[config.mk]
export PLATFORM = sky130hd
export DESIGN_NAME = hbs_gate_seq
export DESIGN_NICKNAME = d
export VERILOG_FILES = /design/src/hbs_pkg.sv /design/src/hbs_sync.sv /design/src/hbs_gate_seq.sv
export SDC_FILE = /design/constraint.sdc
export NUM_CORES = 1
export LEC_CHECK = 0
export BUFFER_PORTS_ARGS = -buffer_cell sky130_fd_sc_hd__buf_2
export CORE_ASPECT_RATIO = 0.7
export CORE_MARGIN = 4
export CORE_UTILIZATION = 35
export CTS_BUF_LIST = sky130_fd_sc_hd__clkbuf_4 sky130_fd_sc_hd__clkbuf_8
export DETAILED_ROUTE_END_ITERATION = 7
export HOLD_SLACK_MARGIN = 0.02
export MAX_ROUTING_LAYER = met4
export PLACE_DENSITY = 0.61
export REMOVE_ABC_BUFFERS = 1
export SLEW_MARGIN = 30
export SYNTH_ARGS = -nofsm -noshare
export SYNTH_HDL_FRONTEND = slang
export SYNTH_HIERARCHICAL = 1
export SYNTH_SLANG_ARGS = --single-unit
[constraint.sdc]
create_clock -name hclk -period 2 [get_ports hclk]
set_clock_uncertainty 0.1 [all_clocks]
set_input_delay 0.2 -clock hclk [delete_from_list [all_inputs] [get_ports hclk]]
set_output_delay 0.2 -clock hclk [all_outputs]
set_load 0.02 [all_outputs]
[src/hbs_pkg.sv]
// package for the half-bridge gate sequencer: constants, types and register map
package hbs_pkg;

  // clock and timing
  localparam int CLK_PERIOD_NS   = 25;
  localparam int MIN_DEAD_NS     = 160;
  // longest time: round down, at least one cycle
  localparam int MIN_DEAD_CYC    = (MIN_DEAD_NS / CLK_PERIOD_NS) < 1 ? 1 : (MIN_DEAD_NS / CLK_PERIOD_NS);
  localparam int NO_SLOPE_NS     = 690;
  // least time: round up
  localparam int NO_SLOPE_CYC    = (NO_SLOPE_NS + CLK_PERIOD_NS - 1) / CLK_PERIOD_NS;
  localparam int DEAD_CNT_W      = 6;

  // analog current figures selected by the sequencer outputs
  localparam int OSC_SLOW_UA     = 30;
  localparam int CMR_DISCH_UA    = 1800;

  // frequency command scale
  localparam int FREQ_W          = 8;
  localparam int FREQ_FULL       = 255;
  localparam int FB_LIMIT_PCT    = 60;
  localparam int HFP_PCT         = 75;
  localparam logic [7:0] FB_LIMIT_CODE = 8'(FREQ_FULL * FB_LIMIT_PCT / 100);
  localparam logic [7:0] HFP_CODE      = 8'(FREQ_FULL * HFP_PCT / 100);

  // register map (byte addresses, low address bits decoded)
  localparam int ADDR_W          = 8;
  localparam logic [7:0] OFS_CTRL      = 8'h00;
  localparam logic [7:0] OFS_STATUS    = 8'h04;
  localparam logic [7:0] OFS_IRQ_STAT  = 8'h08;
  localparam logic [7:0] OFS_IRQ_MASK  = 8'h0C;

  // ctrl fields and reset
  localparam int CTRL_RUN_BIT    = 0;
  localparam logic [31:0] CTRL_RESET     = 32'h0000_0001;
  localparam logic [3:0]  IRQ_MASK_RESET = 4'h0;

  // status fields
  localparam int ST_BOOST_OK_BIT = 0;
  localparam int ST_RUN_OK_BIT   = 1;
  localparam int ST_HIGH_BIT     = 2;
  localparam int ST_LOW_BIT      = 3;
  localparam int ST_CAP_BIT      = 4;
  localparam int ST_HFP_BIT      = 5;
  localparam int ST_STATE_LSB    = 8;
  localparam int ST_FREQ_LSB     = 16;

  // interrupt event bits
  localparam int IRQ_W           = 4;
  localparam int EV_CAP_BIT      = 0;
  localparam int EV_FORCE_BIT    = 1;
  localparam int EV_UVP_BIT      = 2;
  localparam int EV_HFP_BIT      = 3;

  // htrans encoding
  localparam logic [1:0] HTRANS_NONSEQ = 2'h2;

  // comparator and enable inputs from the analog side
  typedef struct packed {
    logic boost_above_start;
    logic boost_below_stop;
    logic hb_slope;
    logic osc_high;
    logic osc_low;
    logic enable;
    logic protect;
  } hbs_comp_t;

  typedef enum logic [3:0] {
    ST_IDLE = 4'h1,
    ST_LOW  = 4'h2,
    ST_HIGH = 4'h4,
    ST_DEAD = 4'h8
  } hbs_state_t;

endpackage

[src/hbs_sync.sv]
// two-flop synchroniser for a bundle of asynchronous levels
`timescale 1ns/10ps
module hbs_sync #(
  parameter int WIDTH = 1
) (
  input  wire logic             clk,
  input  wire logic             rst_n,
  input  wire logic [WIDTH-1:0] din,
  output logic      [WIDTH-1:0] dout
);

  logic [WIDTH-1:0] meta_q;

  always_ff @(posedge clk or negedge rst_n)
  begin
    if (!rst_n)
    begin
      meta_q <= '0;
      dout   <= '0;
    end
    else
    begin
      meta_q <= din;
      dout   <= meta_q;
    end
  end

endmodule // hbs_sync

[src/hbs_gate_seq.sv]
// half-bridge gate sequencer with ahb-lite register slave
`timescale 1ns/10ps
module hbs_gate_seq
  import hbs_pkg::*;
(
  input  wire logic                hclk,
  input  wire logic                hresetn,
  input  wire logic                hsel,
  input  wire logic [31:0]         haddr,
  input  wire logic [1:0]          htrans,
  input  wire logic                hwrite,
  input  wire logic [2:0]          hsize,
  input  wire logic [31:0]         hwdata,
  input  wire logic                hready,
  output logic                     hreadyout,
  output logic [31:0]              hrdata,
  output logic                     hresp,
  input  wire hbs_pkg::hbs_comp_t  comp_in,
  input  wire logic [7:0]          feedback_sense,
  input  wire logic [7:0]          softstart_code,
  output logic                     high_gate_out,
  output logic                     low_gate_out,
  output logic                     osc_slow_charge,
  output logic                     cap_fast_discharge,
  output logic [7:0]               freq_code,
  output logic                     hfp_timer_start,
  output logic                     irq
);

  import hbs_pkg::*;

  // comparator synchronisation
  hbs_comp_t comp_s;

  hbs_sync #(
    .WIDTH ($bits(hbs_comp_t))
  ) u_sync (
    .clk   (hclk),
    .rst_n (hresetn),
    .din   (comp_in),
    .dout  (comp_s)
  );

  // sequencer state
  hbs_state_t             state_q;
  hbs_state_t             state_d;
  logic                   next_high_q;
  logic                   boost_ok_q;
  logic                   osc_low_d1_q;
  logic [DEAD_CNT_W-1:0]  dead_cnt_q;
  logic                   slope_seen_q;
  logic                   slow_q;
  logic                   cap_q;
  logic                   high_q;
  logic                   low_q;
  logic [7:0]             freq_q;
  logic                   hfp_q;

  // register state
  logic [31:0]            ctrl_q;
  logic [IRQ_W-1:0]       irq_stat_q;
  logic [IRQ_W-1:0]       irq_mask_q;
  logic                   wr_ph_q;
  logic                   rd_ph_q;
  logic [ADDR_W-1:0]      addr_q;
  logic [31:0]            hrdata_q;

  // run permission and boost undervoltage hysteresis
  wire run_ok   = boost_ok_q & comp_s.enable & ~comp_s.protect & ctrl_q[CTRL_RUN_BIT];
  wire boost_set = comp_s.boost_above_start;
  wire boost_clr = comp_s.boost_below_stop & ~comp_s.boost_above_start;

  always_ff @(posedge hclk or negedge hresetn)
  begin
    if (!hresetn)
      boost_ok_q <= 1'b0;
    else if (boost_set)
      boost_ok_q <= 1'b1;
    else if (boost_clr)
      boost_ok_q <= 1'b0;
  end

  // stroke end is the rising edge of the oscillator's lower-level flag
  wire stroke_end = comp_s.osc_low & ~osc_low_d1_q;
  wire in_dead    = (state_q == ST_DEAD);
  wire slope_now  = comp_s.hb_slope | slope_seen_q;
  wire dead_min   = (dead_cnt_q >= DEAD_CNT_W'(MIN_DEAD_CYC - 1));
  // slope slower than the charge phase, or none at all: force on at the oscillator top
  wire force_on   = in_dead & dead_min & ~slope_now & comp_s.osc_high;
  wire slope_on   = in_dead & dead_min & slope_now;
  wire switch_on  = slope_on | force_on;
  wire no_slope_to = in_dead & ~slope_now & (dead_cnt_q == DEAD_CNT_W'(NO_SLOPE_CYC - 1));

  always_comb
  begin
    state_d = state_q;
    case (state_q)
      ST_IDLE:
        if (run_ok)
          state_d = ST_LOW;
      ST_LOW:
        if (!run_ok)
          state_d = ST_IDLE;
        else if (stroke_end)
          state_d = ST_DEAD;
      ST_HIGH:
        if (stroke_end)
          state_d = ST_DEAD;
      ST_DEAD:
        if (switch_on)
          state_d = next_high_q ? ST_HIGH : ST_LOW;
      default:
        state_d = ST_IDLE;
    endcase
  end

  always_ff @(posedge hclk or negedge hresetn)
  begin
    if (!hresetn)
    begin
      state_q      <= ST_IDLE;
      next_high_q  <= 1'b1;
      osc_low_d1_q <= 1'b0;
    end
    else
    begin
      state_q      <= state_d;
      osc_low_d1_q <= comp_s.osc_low;
      if (state_q == ST_IDLE)
        next_high_q <= 1'b1;
      else if (stroke_end && state_q != ST_DEAD)
        next_high_q <= (state_q == ST_LOW);
    end
  end

  // gates follow the next state, so a single state code keeps them exclusive
  always_ff @(posedge hclk or negedge hresetn)
  begin
    if (!hresetn)
    begin
      high_q <= 1'b0;
      low_q  <= 1'b0;
    end
    else
    begin
      high_q <= (state_d == ST_HIGH);
      low_q  <= (state_d == ST_LOW) || (state_d == ST_IDLE);
    end
  end

  // dead-time counter, slope latch, slow charge and capacitive flag
  wire enter_dead = (state_d == ST_DEAD) && !in_dead;

  always_ff @(posedge hclk or negedge hresetn)
  begin
    if (!hresetn)
    begin
      dead_cnt_q   <= '0;
      slope_seen_q <= 1'b0;
    end
    else if (!in_dead)
    begin
      dead_cnt_q   <= '0;
      slope_seen_q <= 1'b0;
    end
    else
    begin
      if (dead_cnt_q != '1)
        dead_cnt_q <= dead_cnt_q + 1'b1;
      if (comp_s.hb_slope)
        slope_seen_q <= 1'b1;
    end
  end

  always_ff @(posedge hclk or negedge hresetn)
  begin
    if (!hresetn)
    begin
      slow_q <= 1'b0;
      cap_q  <= 1'b0;
    end
    else
    begin
      if (enter_dead)
        slow_q <= 1'b1;
      else if (!in_dead || slope_now || switch_on)
        slow_q <= 1'b0;
      if (no_slope_to)
        cap_q <= 1'b1;
      else if (!in_dead || slope_now || switch_on)
        cap_q <= 1'b0;
    end
  end

  // frequency command: feedback clamped, only soft-start may go higher
  wire [7:0] fb_clamped = (feedback_sense > FB_LIMIT_CODE) ? FB_LIMIT_CODE : feedback_sense;
  wire [7:0] freq_sel   = (softstart_code > fb_clamped) ? softstart_code : fb_clamped;
  wire       hfp_d      = (freq_sel > HFP_CODE);

  always_ff @(posedge hclk or negedge hresetn)
  begin
    if (!hresetn)
    begin
      freq_q <= '0;
      hfp_q  <= 1'b0;
    end
    else
    begin
      freq_q <= freq_sel;
      hfp_q  <= hfp_d;
    end
  end

  // interrupt events
  logic [IRQ_W-1:0] ev;
  always_comb
  begin
    ev               = '0;
    ev[EV_CAP_BIT]   = no_slope_to;
    ev[EV_FORCE_BIT] = force_on;
    ev[EV_UVP_BIT]   = boost_ok_q & boost_clr;
    ev[EV_HFP_BIT]   = hfp_d & ~hfp_q;
  end

  // ahb-lite slave: writes zero wait, reads one wait state
  wire take     = hsel & hready & htrans[1];
  wire [ADDR_W-1:0] a_ofs = addr_q;
  wire hit_ctrl = (a_ofs == OFS_CTRL);
  wire hit_stat = (a_ofs == OFS_STATUS);
  wire hit_isr  = (a_ofs == OFS_IRQ_STAT);
  wire hit_imr  = (a_ofs == OFS_IRQ_MASK);
  wire wr_ctrl  = wr_ph_q & hit_ctrl;
  wire wr_isr   = wr_ph_q & hit_isr;
  wire wr_imr   = wr_ph_q & hit_imr;

  logic [31:0] status_w;
  always_comb
  begin
    status_w                   = '0;
    status_w[ST_BOOST_OK_BIT]  = boost_ok_q;
    status_w[ST_RUN_OK_BIT]    = run_ok;
    status_w[ST_HIGH_BIT]      = high_q;
    status_w[ST_LOW_BIT]       = low_q;
    status_w[ST_CAP_BIT]       = cap_q;
    status_w[ST_HFP_BIT]       = hfp_q;
    status_w[ST_STATE_LSB +: 4] = state_q;
    status_w[ST_FREQ_LSB +: 8] = freq_q;
  end

  wire [31:0] rd_mux = hit_ctrl ? ctrl_q :
                       hit_stat ? status_w :
                       hit_isr  ? {{(32-IRQ_W){1'b0}}, irq_stat_q} :
                       hit_imr  ? {{(32-IRQ_W){1'b0}}, irq_mask_q} : 32'h0000_0000;

  always_ff @(posedge hclk or negedge hresetn)
  begin
    if (!hresetn)
    begin
      wr_ph_q <= 1'b0;
      rd_ph_q <= 1'b0;
      addr_q  <= '0;
    end
    else
    begin
      wr_ph_q <= take & hwrite;
      rd_ph_q <= take & ~hwrite;
      if (take)
        addr_q <= haddr[ADDR_W-1:0];
    end
  end

  always_ff @(posedge hclk or negedge hresetn)
  begin
    if (!hresetn)
      hrdata_q <= '0;
    else if (rd_ph_q)
      hrdata_q <= rd_mux;
  end

  always_ff @(posedge hclk or negedge hresetn)
  begin
    if (!hresetn)
    begin
      ctrl_q     <= CTRL_RESET;
      irq_mask_q <= IRQ_MASK_RESET;
    end
    else
    begin
      if (wr_ctrl)
        ctrl_q <= hwdata & CTRL_RESET;
      if (wr_imr)
        irq_mask_q <= hwdata[IRQ_W-1:0];
    end
  end

  // set wins over a write-one clear in the same cycle
  wire [IRQ_W-1:0] w1c = wr_isr ? hwdata[IRQ_W-1:0] : '0;

  always_ff @(posedge hclk or negedge hresetn)
  begin
    if (!hresetn)
      irq_stat_q <= '0;
    else
      irq_stat_q <= (irq_stat_q & ~w1c) | ev;
  end

  assign hreadyout          = ~rd_ph_q;
  assign hrdata             = hrdata_q;
  assign hresp              = 1'b0;
  assign high_gate_out      = high_q;
  assign low_gate_out       = low_q;
  assign osc_slow_charge    = slow_q;
  assign cap_fast_discharge = cap_q;
  assign freq_code          = freq_q;
  assign hfp_timer_start    = hfp_q;
  assign irq                = |(irq_stat_q & irq_mask_q);

endmodule // hbs_gate_seq

# == Word-level counts from Yosys, hierarchy flattened ==
# Cells that the tools add are included.
# totals
reg_bits,92
latch_bits,0
ramBits,0
romBits,0
inputBits,97
output_inout_bits,48
word_cells,111
mem_count,0
# classes
add_sub_neg,1
mul,0
div,0
magnitude_cmp,4
eq_ne,16
shift,0
muxes,24
bitwise,33
reduce_logical,12
# ops
operator,n
2-to-1 mux 24 bit,2
2-to-1 mux 4 bit,7
bitwise AND 1 bit,20
== test 8 x 4 -> 1 bit (second input constant),2
> comparator 8 bit (second input constant),2
2-to-1 mux 8 bit,2
case mux 4 bit (4 select lines),1
2-to-1 mux 6 bit,2
2-to-1 mux 1 bit,9
bitwise AND 4 bit,2
== test 4 x 1 -> 1 bit (second input constant),2
== test 4 x 2 -> 1 bit (second input constant),2
== test 4 x 3 -> 1 bit (second input constant),2
== test 4 bit (second input constant),2
== test 8 x 3 -> 1 bit (second input constant),1
> comparator 8 bit,1
zero test 8 bit,1
nonzero test 2 bit,4
inverter 1 bit,7
adder 6 x 1 -> 6 bit (second input constant),1
== test 6 x 5 -> 1 bit (second input constant),1
greater-or-equal comparator 6 x 3 -> 1 bit (second input constant),1
!= test 6 bit (second input constant),1
!= test 2 x 1 -> 1 bit (second input constant),2
other kinds (9),13

# == Depth between registers and ports, before layout ==
# depth
depth_word,10
depth_mapped,10
mapped_depth_nobuf,9

# == Modules after synthesis ==
# Netlist, hierarchy kept.
# modules_own_cells
module,n_inst,cells_per_inst,area_per_inst_um2,seq_area_each_um2
hbs_gate_seq,1,275,3096.7,1605.3
hbs_sync,1,14,350.3,350.3

# == Least setup slack after synthesis ==
# No wires, ideal clock.
# synth_path
path_type,input to register
start,in feedback_sense[2]
end,reg freq_q[7] (netlist: freq_code[7])
setup_ns,0.125
arrival_ns,1.930
required_time_ns,1.775
slack_ns,-0.155
path_stages,10
n_path_buf,1
cell_sequence,o211ai_1 > a21oi_1 > nand2b_1 > ha_1 > nor2b_1 > o211ai_1 > a21oi_1 > o22ai_1 > buf_2 > mux2_2
# synth_between
elab_chain_len,4
# synth_lines
item,line_no,text
"start, declared",hbs_gate_seq.sv:19,"input wire logic [7:0] feedback_sense,"
> comparator 8 bit,hbs_gate_seq.sv:196,wire [7:0] fb_clamped = (feedback_sense > FB_LIMIT_CODE) ? FB_LIMIT_CODE : feedback_sense;
2-to-1 mux 8 bit (*),hbs_gate_seq.sv:196,
> comparator 8 bit,hbs_gate_seq.sv:197,wire [7:0] freq_sel = (softstart_code > fb_clamped) ? softstart_code : fb_clamped;
2-to-1 mux 8 bit (*),hbs_gate_seq.sv:197,
net freq_sel[7],hbs_gate_seq.sv:197,
"end signal, assigned",hbs_gate_seq.sv:209,freq_q <= freq_sel;
"end, declared",hbs_gate_seq.sv:56,logic [7:0] freq_q;
# The timed path passes the listed nets; every way through them passes the cells marked *.
# A chain may end at the register's enable or synchronous reset.

# == Worst setup path after layout ==
# Ends and elaborated chain as after synthesis.

==> metrics <==
Die Y=91.0 µm; DP Wirelength=5870 µm; TritonCTS clock tree=built; GP Congestion=0.868; clk_lat worst skew=around 0.36 ns; Seq pwr share=about 51%; First-pass DRT Iterations=4; Via Count=around 2600; Hold Violations, Final=0; Synth area leader=dfrtp_1; Peak VDD IR=about 0.00047 V; Main synth FF type=dfrtp_1; Ports=145; clk sinks=78; Switching Fraction=between 20 and 30%; Clk pwr share=34.1%; synthesized area=0.00345 mm²; Syn-to-layout area delta=36.8%; Post-Syn Area per Cell=11.9 µm²; Crit path buffers/inverters=1; DR vias/cell=4.76; largest cells by area after synthesis=dfrtp_1, mux2_2, a22o_1; total wire length=approximately 8100 µm; WS Path Type=in -> reg; Slew Viols, Final=0; f_max=515 MHz; crit-path leading delay family=compound AO/OA/AOI/OAI gates; Synth Register Bits=just under 80; # DRC=0; Max-Cap Viols=0; sequential area share after synthesis=between 50% and 60%; Tcrit/Tclk final=97.0%; pwr dens=722 mW/mm²; gr usage total=~15%; outcome=completed; Die W=127 µm; RSZ-0062 raised after global routing=true; Clock transition at path regs=0.07 ns; grt ovf=0; Slowest-stage cell, CP=mux2_4; Max FO, Critical Path=4; Critical Path End Type=flip-flop; sum of negative setup slack=0 ns; Async S/R FF share, synth=100%; Setup WS post-layout=0.0598 ns; row count=29; CTS max path bufs=2; post-route ant nets=0; pre-CTS setup slack=-0.459 ns; Clock Tree Root=clkbuf_8; critical-path cell list=buf_2, o211ai_1, a21oi_2, nand2b_4, ha_1, nor2b_2, o211ai_1, a21oi_2, o22ai_4, mux2_4; Tmin final=approximately 1.9 ns; vias in the first global route=2751; die area=0.0115 mm²; Int Power=2.53 mW; Post-Syn Instances=about 290; core area=about 0.0093 mm²; initial core utilization=37.0%; Avg WL per Cell=approximately 15 µm; n_diodes=0; share of layout cells above drive strength 1=37.7%; largest net degree at the start of global routing=37; Buffers on Ports=73; final core utilization=50.6%; Post-synth EDFFs=0; crit start category=primary input; Initial DRC Count=roughly 200; Critical Path RT=2.14 ns; Nets=530; Num CTS Buffers=9; Yosys warnings=6; Setup Viol. Count Final=0; combinational share of power=14.8%; crit path DAT=2.08 ns; Synth top area share=between 50 and 60%; worst hold path class=in -> reg; first-pass GRT wire length=13500 µm; initial antenna violation count=0; Distinct cells, synth=48; Leak Pwr=2.31 nW; slowest stage delay, CP=between 0.3 and 0.4 ns; Psw=0.873 mW; CTS HTree Levels=3
## repair_timing
item	4_1_cts	5_1_grt
pin swaps	4	8
hold endpoints to repair	107	0
setup buffers	1	1
endpoints found under the setup margin	10	16
gates resized for setup	5	18
hold buffers	29	0
## logic make-up after synthesis
kind of cell | synth area share (%)
xor gates and xnor gates | 0.508
and+or+nand+nor | 11.2
adders and majority gates | 3.99
other | 0.109
DFF | 56.7
buffers and inverters | 6.64
AOI/OAI and AO/OA | 12.8
muxes | 7.95
## Yosys cell counts (2+ instances only)
| library cell | number |
|---|---|
| nand3_1 | 5 |
| buf_4 | 16 |
| o21bai_1 | 2 |
| nand4b_1 | 2 |
| a21oi_1 | 10 |
| nor2_1 | 18 |
| nor2b_1 | 6 |
| nand4_1 | 3 |
| dfrtp_1 | 75 |
| and3_1 | 2 |
| xnor2_1 | 2 |
| nand2_1 | 13 |
| or4_1 | 2 |
| a21o_1 | 2 |
| mux2_2 | 17 |
| buf_2 | 3 |
| ha_1 | 11 |
| nand2b_1 | 4 |
| nor3_1 | 7 |
| and4b_1 | 2 |
| clkbuf_1 | 5 |
| a21bo_2 | 2 |
| dfstp_2 | 3 |
| o211ai_1 | 2 |
| mux2i_1 | 6 |
| a31oi_1 | 4 |
| a22oi_1 | 5 |
| inv_1 | 16 |
| o2bb2ai_1 | 5 |
| o21ai_0 | 6 |
| a22o_1 | 16 |
## worst paths after layout
check,from,depth (start not counted),slack [ns],to
setup / recovery,feedback_sense[2],10,0.06,freq_code[7]
hold / removal,feedback_sense[7],3,0.09,freq_code[7]
setup reg to reg,a_ofs[5],4,0.06,irq_mask_q[2]
hold reg to reg,u_sync/meta_q[0],0,0.24,u_sync/dout[0]
max in group asynchronous,hresetn,3,1.01,ctrl_q[0]
min in group asynchronous,hresetn,2,0.14,u_sync/meta_q[5]
## per-stage QoR
step,cells,total power [mW],cell area [µm²],hold WS (ns)
floorplan,278,1.99,3330,-0.196
global placement,504,2.17,4100,-0.0241
detailed placement,504,2.19,4100,-0.0237
CTS,550,3.41,4620,0.0655
global route,551,3.57,4720,0.0845
finish,551,3.41,4720,0.0856
## cell type report
cell class	instances	area [µm²]
fillers	834	4610
clock inverters	5	50.0
well taps	124	155
flip-flops and latches	78	1960
inverters	17	63.8
repair buffers	133	923
multi-input cells	183	1420
clock buffers	11	145
## flip-flops by register name, summed over array words and instances (netlist names), 4 cells and up
signal,flops
hrdata,18
a_ofs,8
dead_cnt_q,6
u_sync/meta_q,7
irq_stat_q,4
u_sync/dout,7
state_q,4
irq_mask_q,4
freq_code,8
## worst min-delay path: cells and delay by family
kind | cells | cell delay [ns]
buffers and inverters | 2 | 0.18
muxes | 1 | 0.12
## power by group through the flow
stage               sequential, mW  combinational, mW  clock, mW
detailed placement            1.77              0.421          0
floorplan                     1.78              0.204          0
finish                        1.74              0.503       1.16
global route                  1.75              0.553       1.26
global placement              1.77              0.407          0
CTS                           1.74              0.473       1.20
## cells in the final DEF (no fill, tap or decap), types with 7 or more instances in the layout
master / instances
a21oi_1: 8
clkbuf_8: 10
a22o_1: 16
inv_1: 15
nand2_1: 13
mux2_2: 15
dfrtp_1: 75
nor2_1: 18
ha_1: 7
conb_1: 15
buf_4: 28
buf_2: 72
nor3_1: 7
dlygate4sd3_1: 29
## metal layers
| layer | share of wire [%] | vias to the layer above | GRT usage, % |
|---|---|---|---|
| met2 | 48 | 62 | 22.9 |
| li1 | - | 1266 | - |
| met4 | 1.7 | 0 | 5.63 |
| met1 | 45 | 1282 | 18.8 |
| met3 | 5.5 | 15 | 4.52 |
| met5 | 0 | - | - |
No activity file was read; power rests on OpenSTA's default activity.
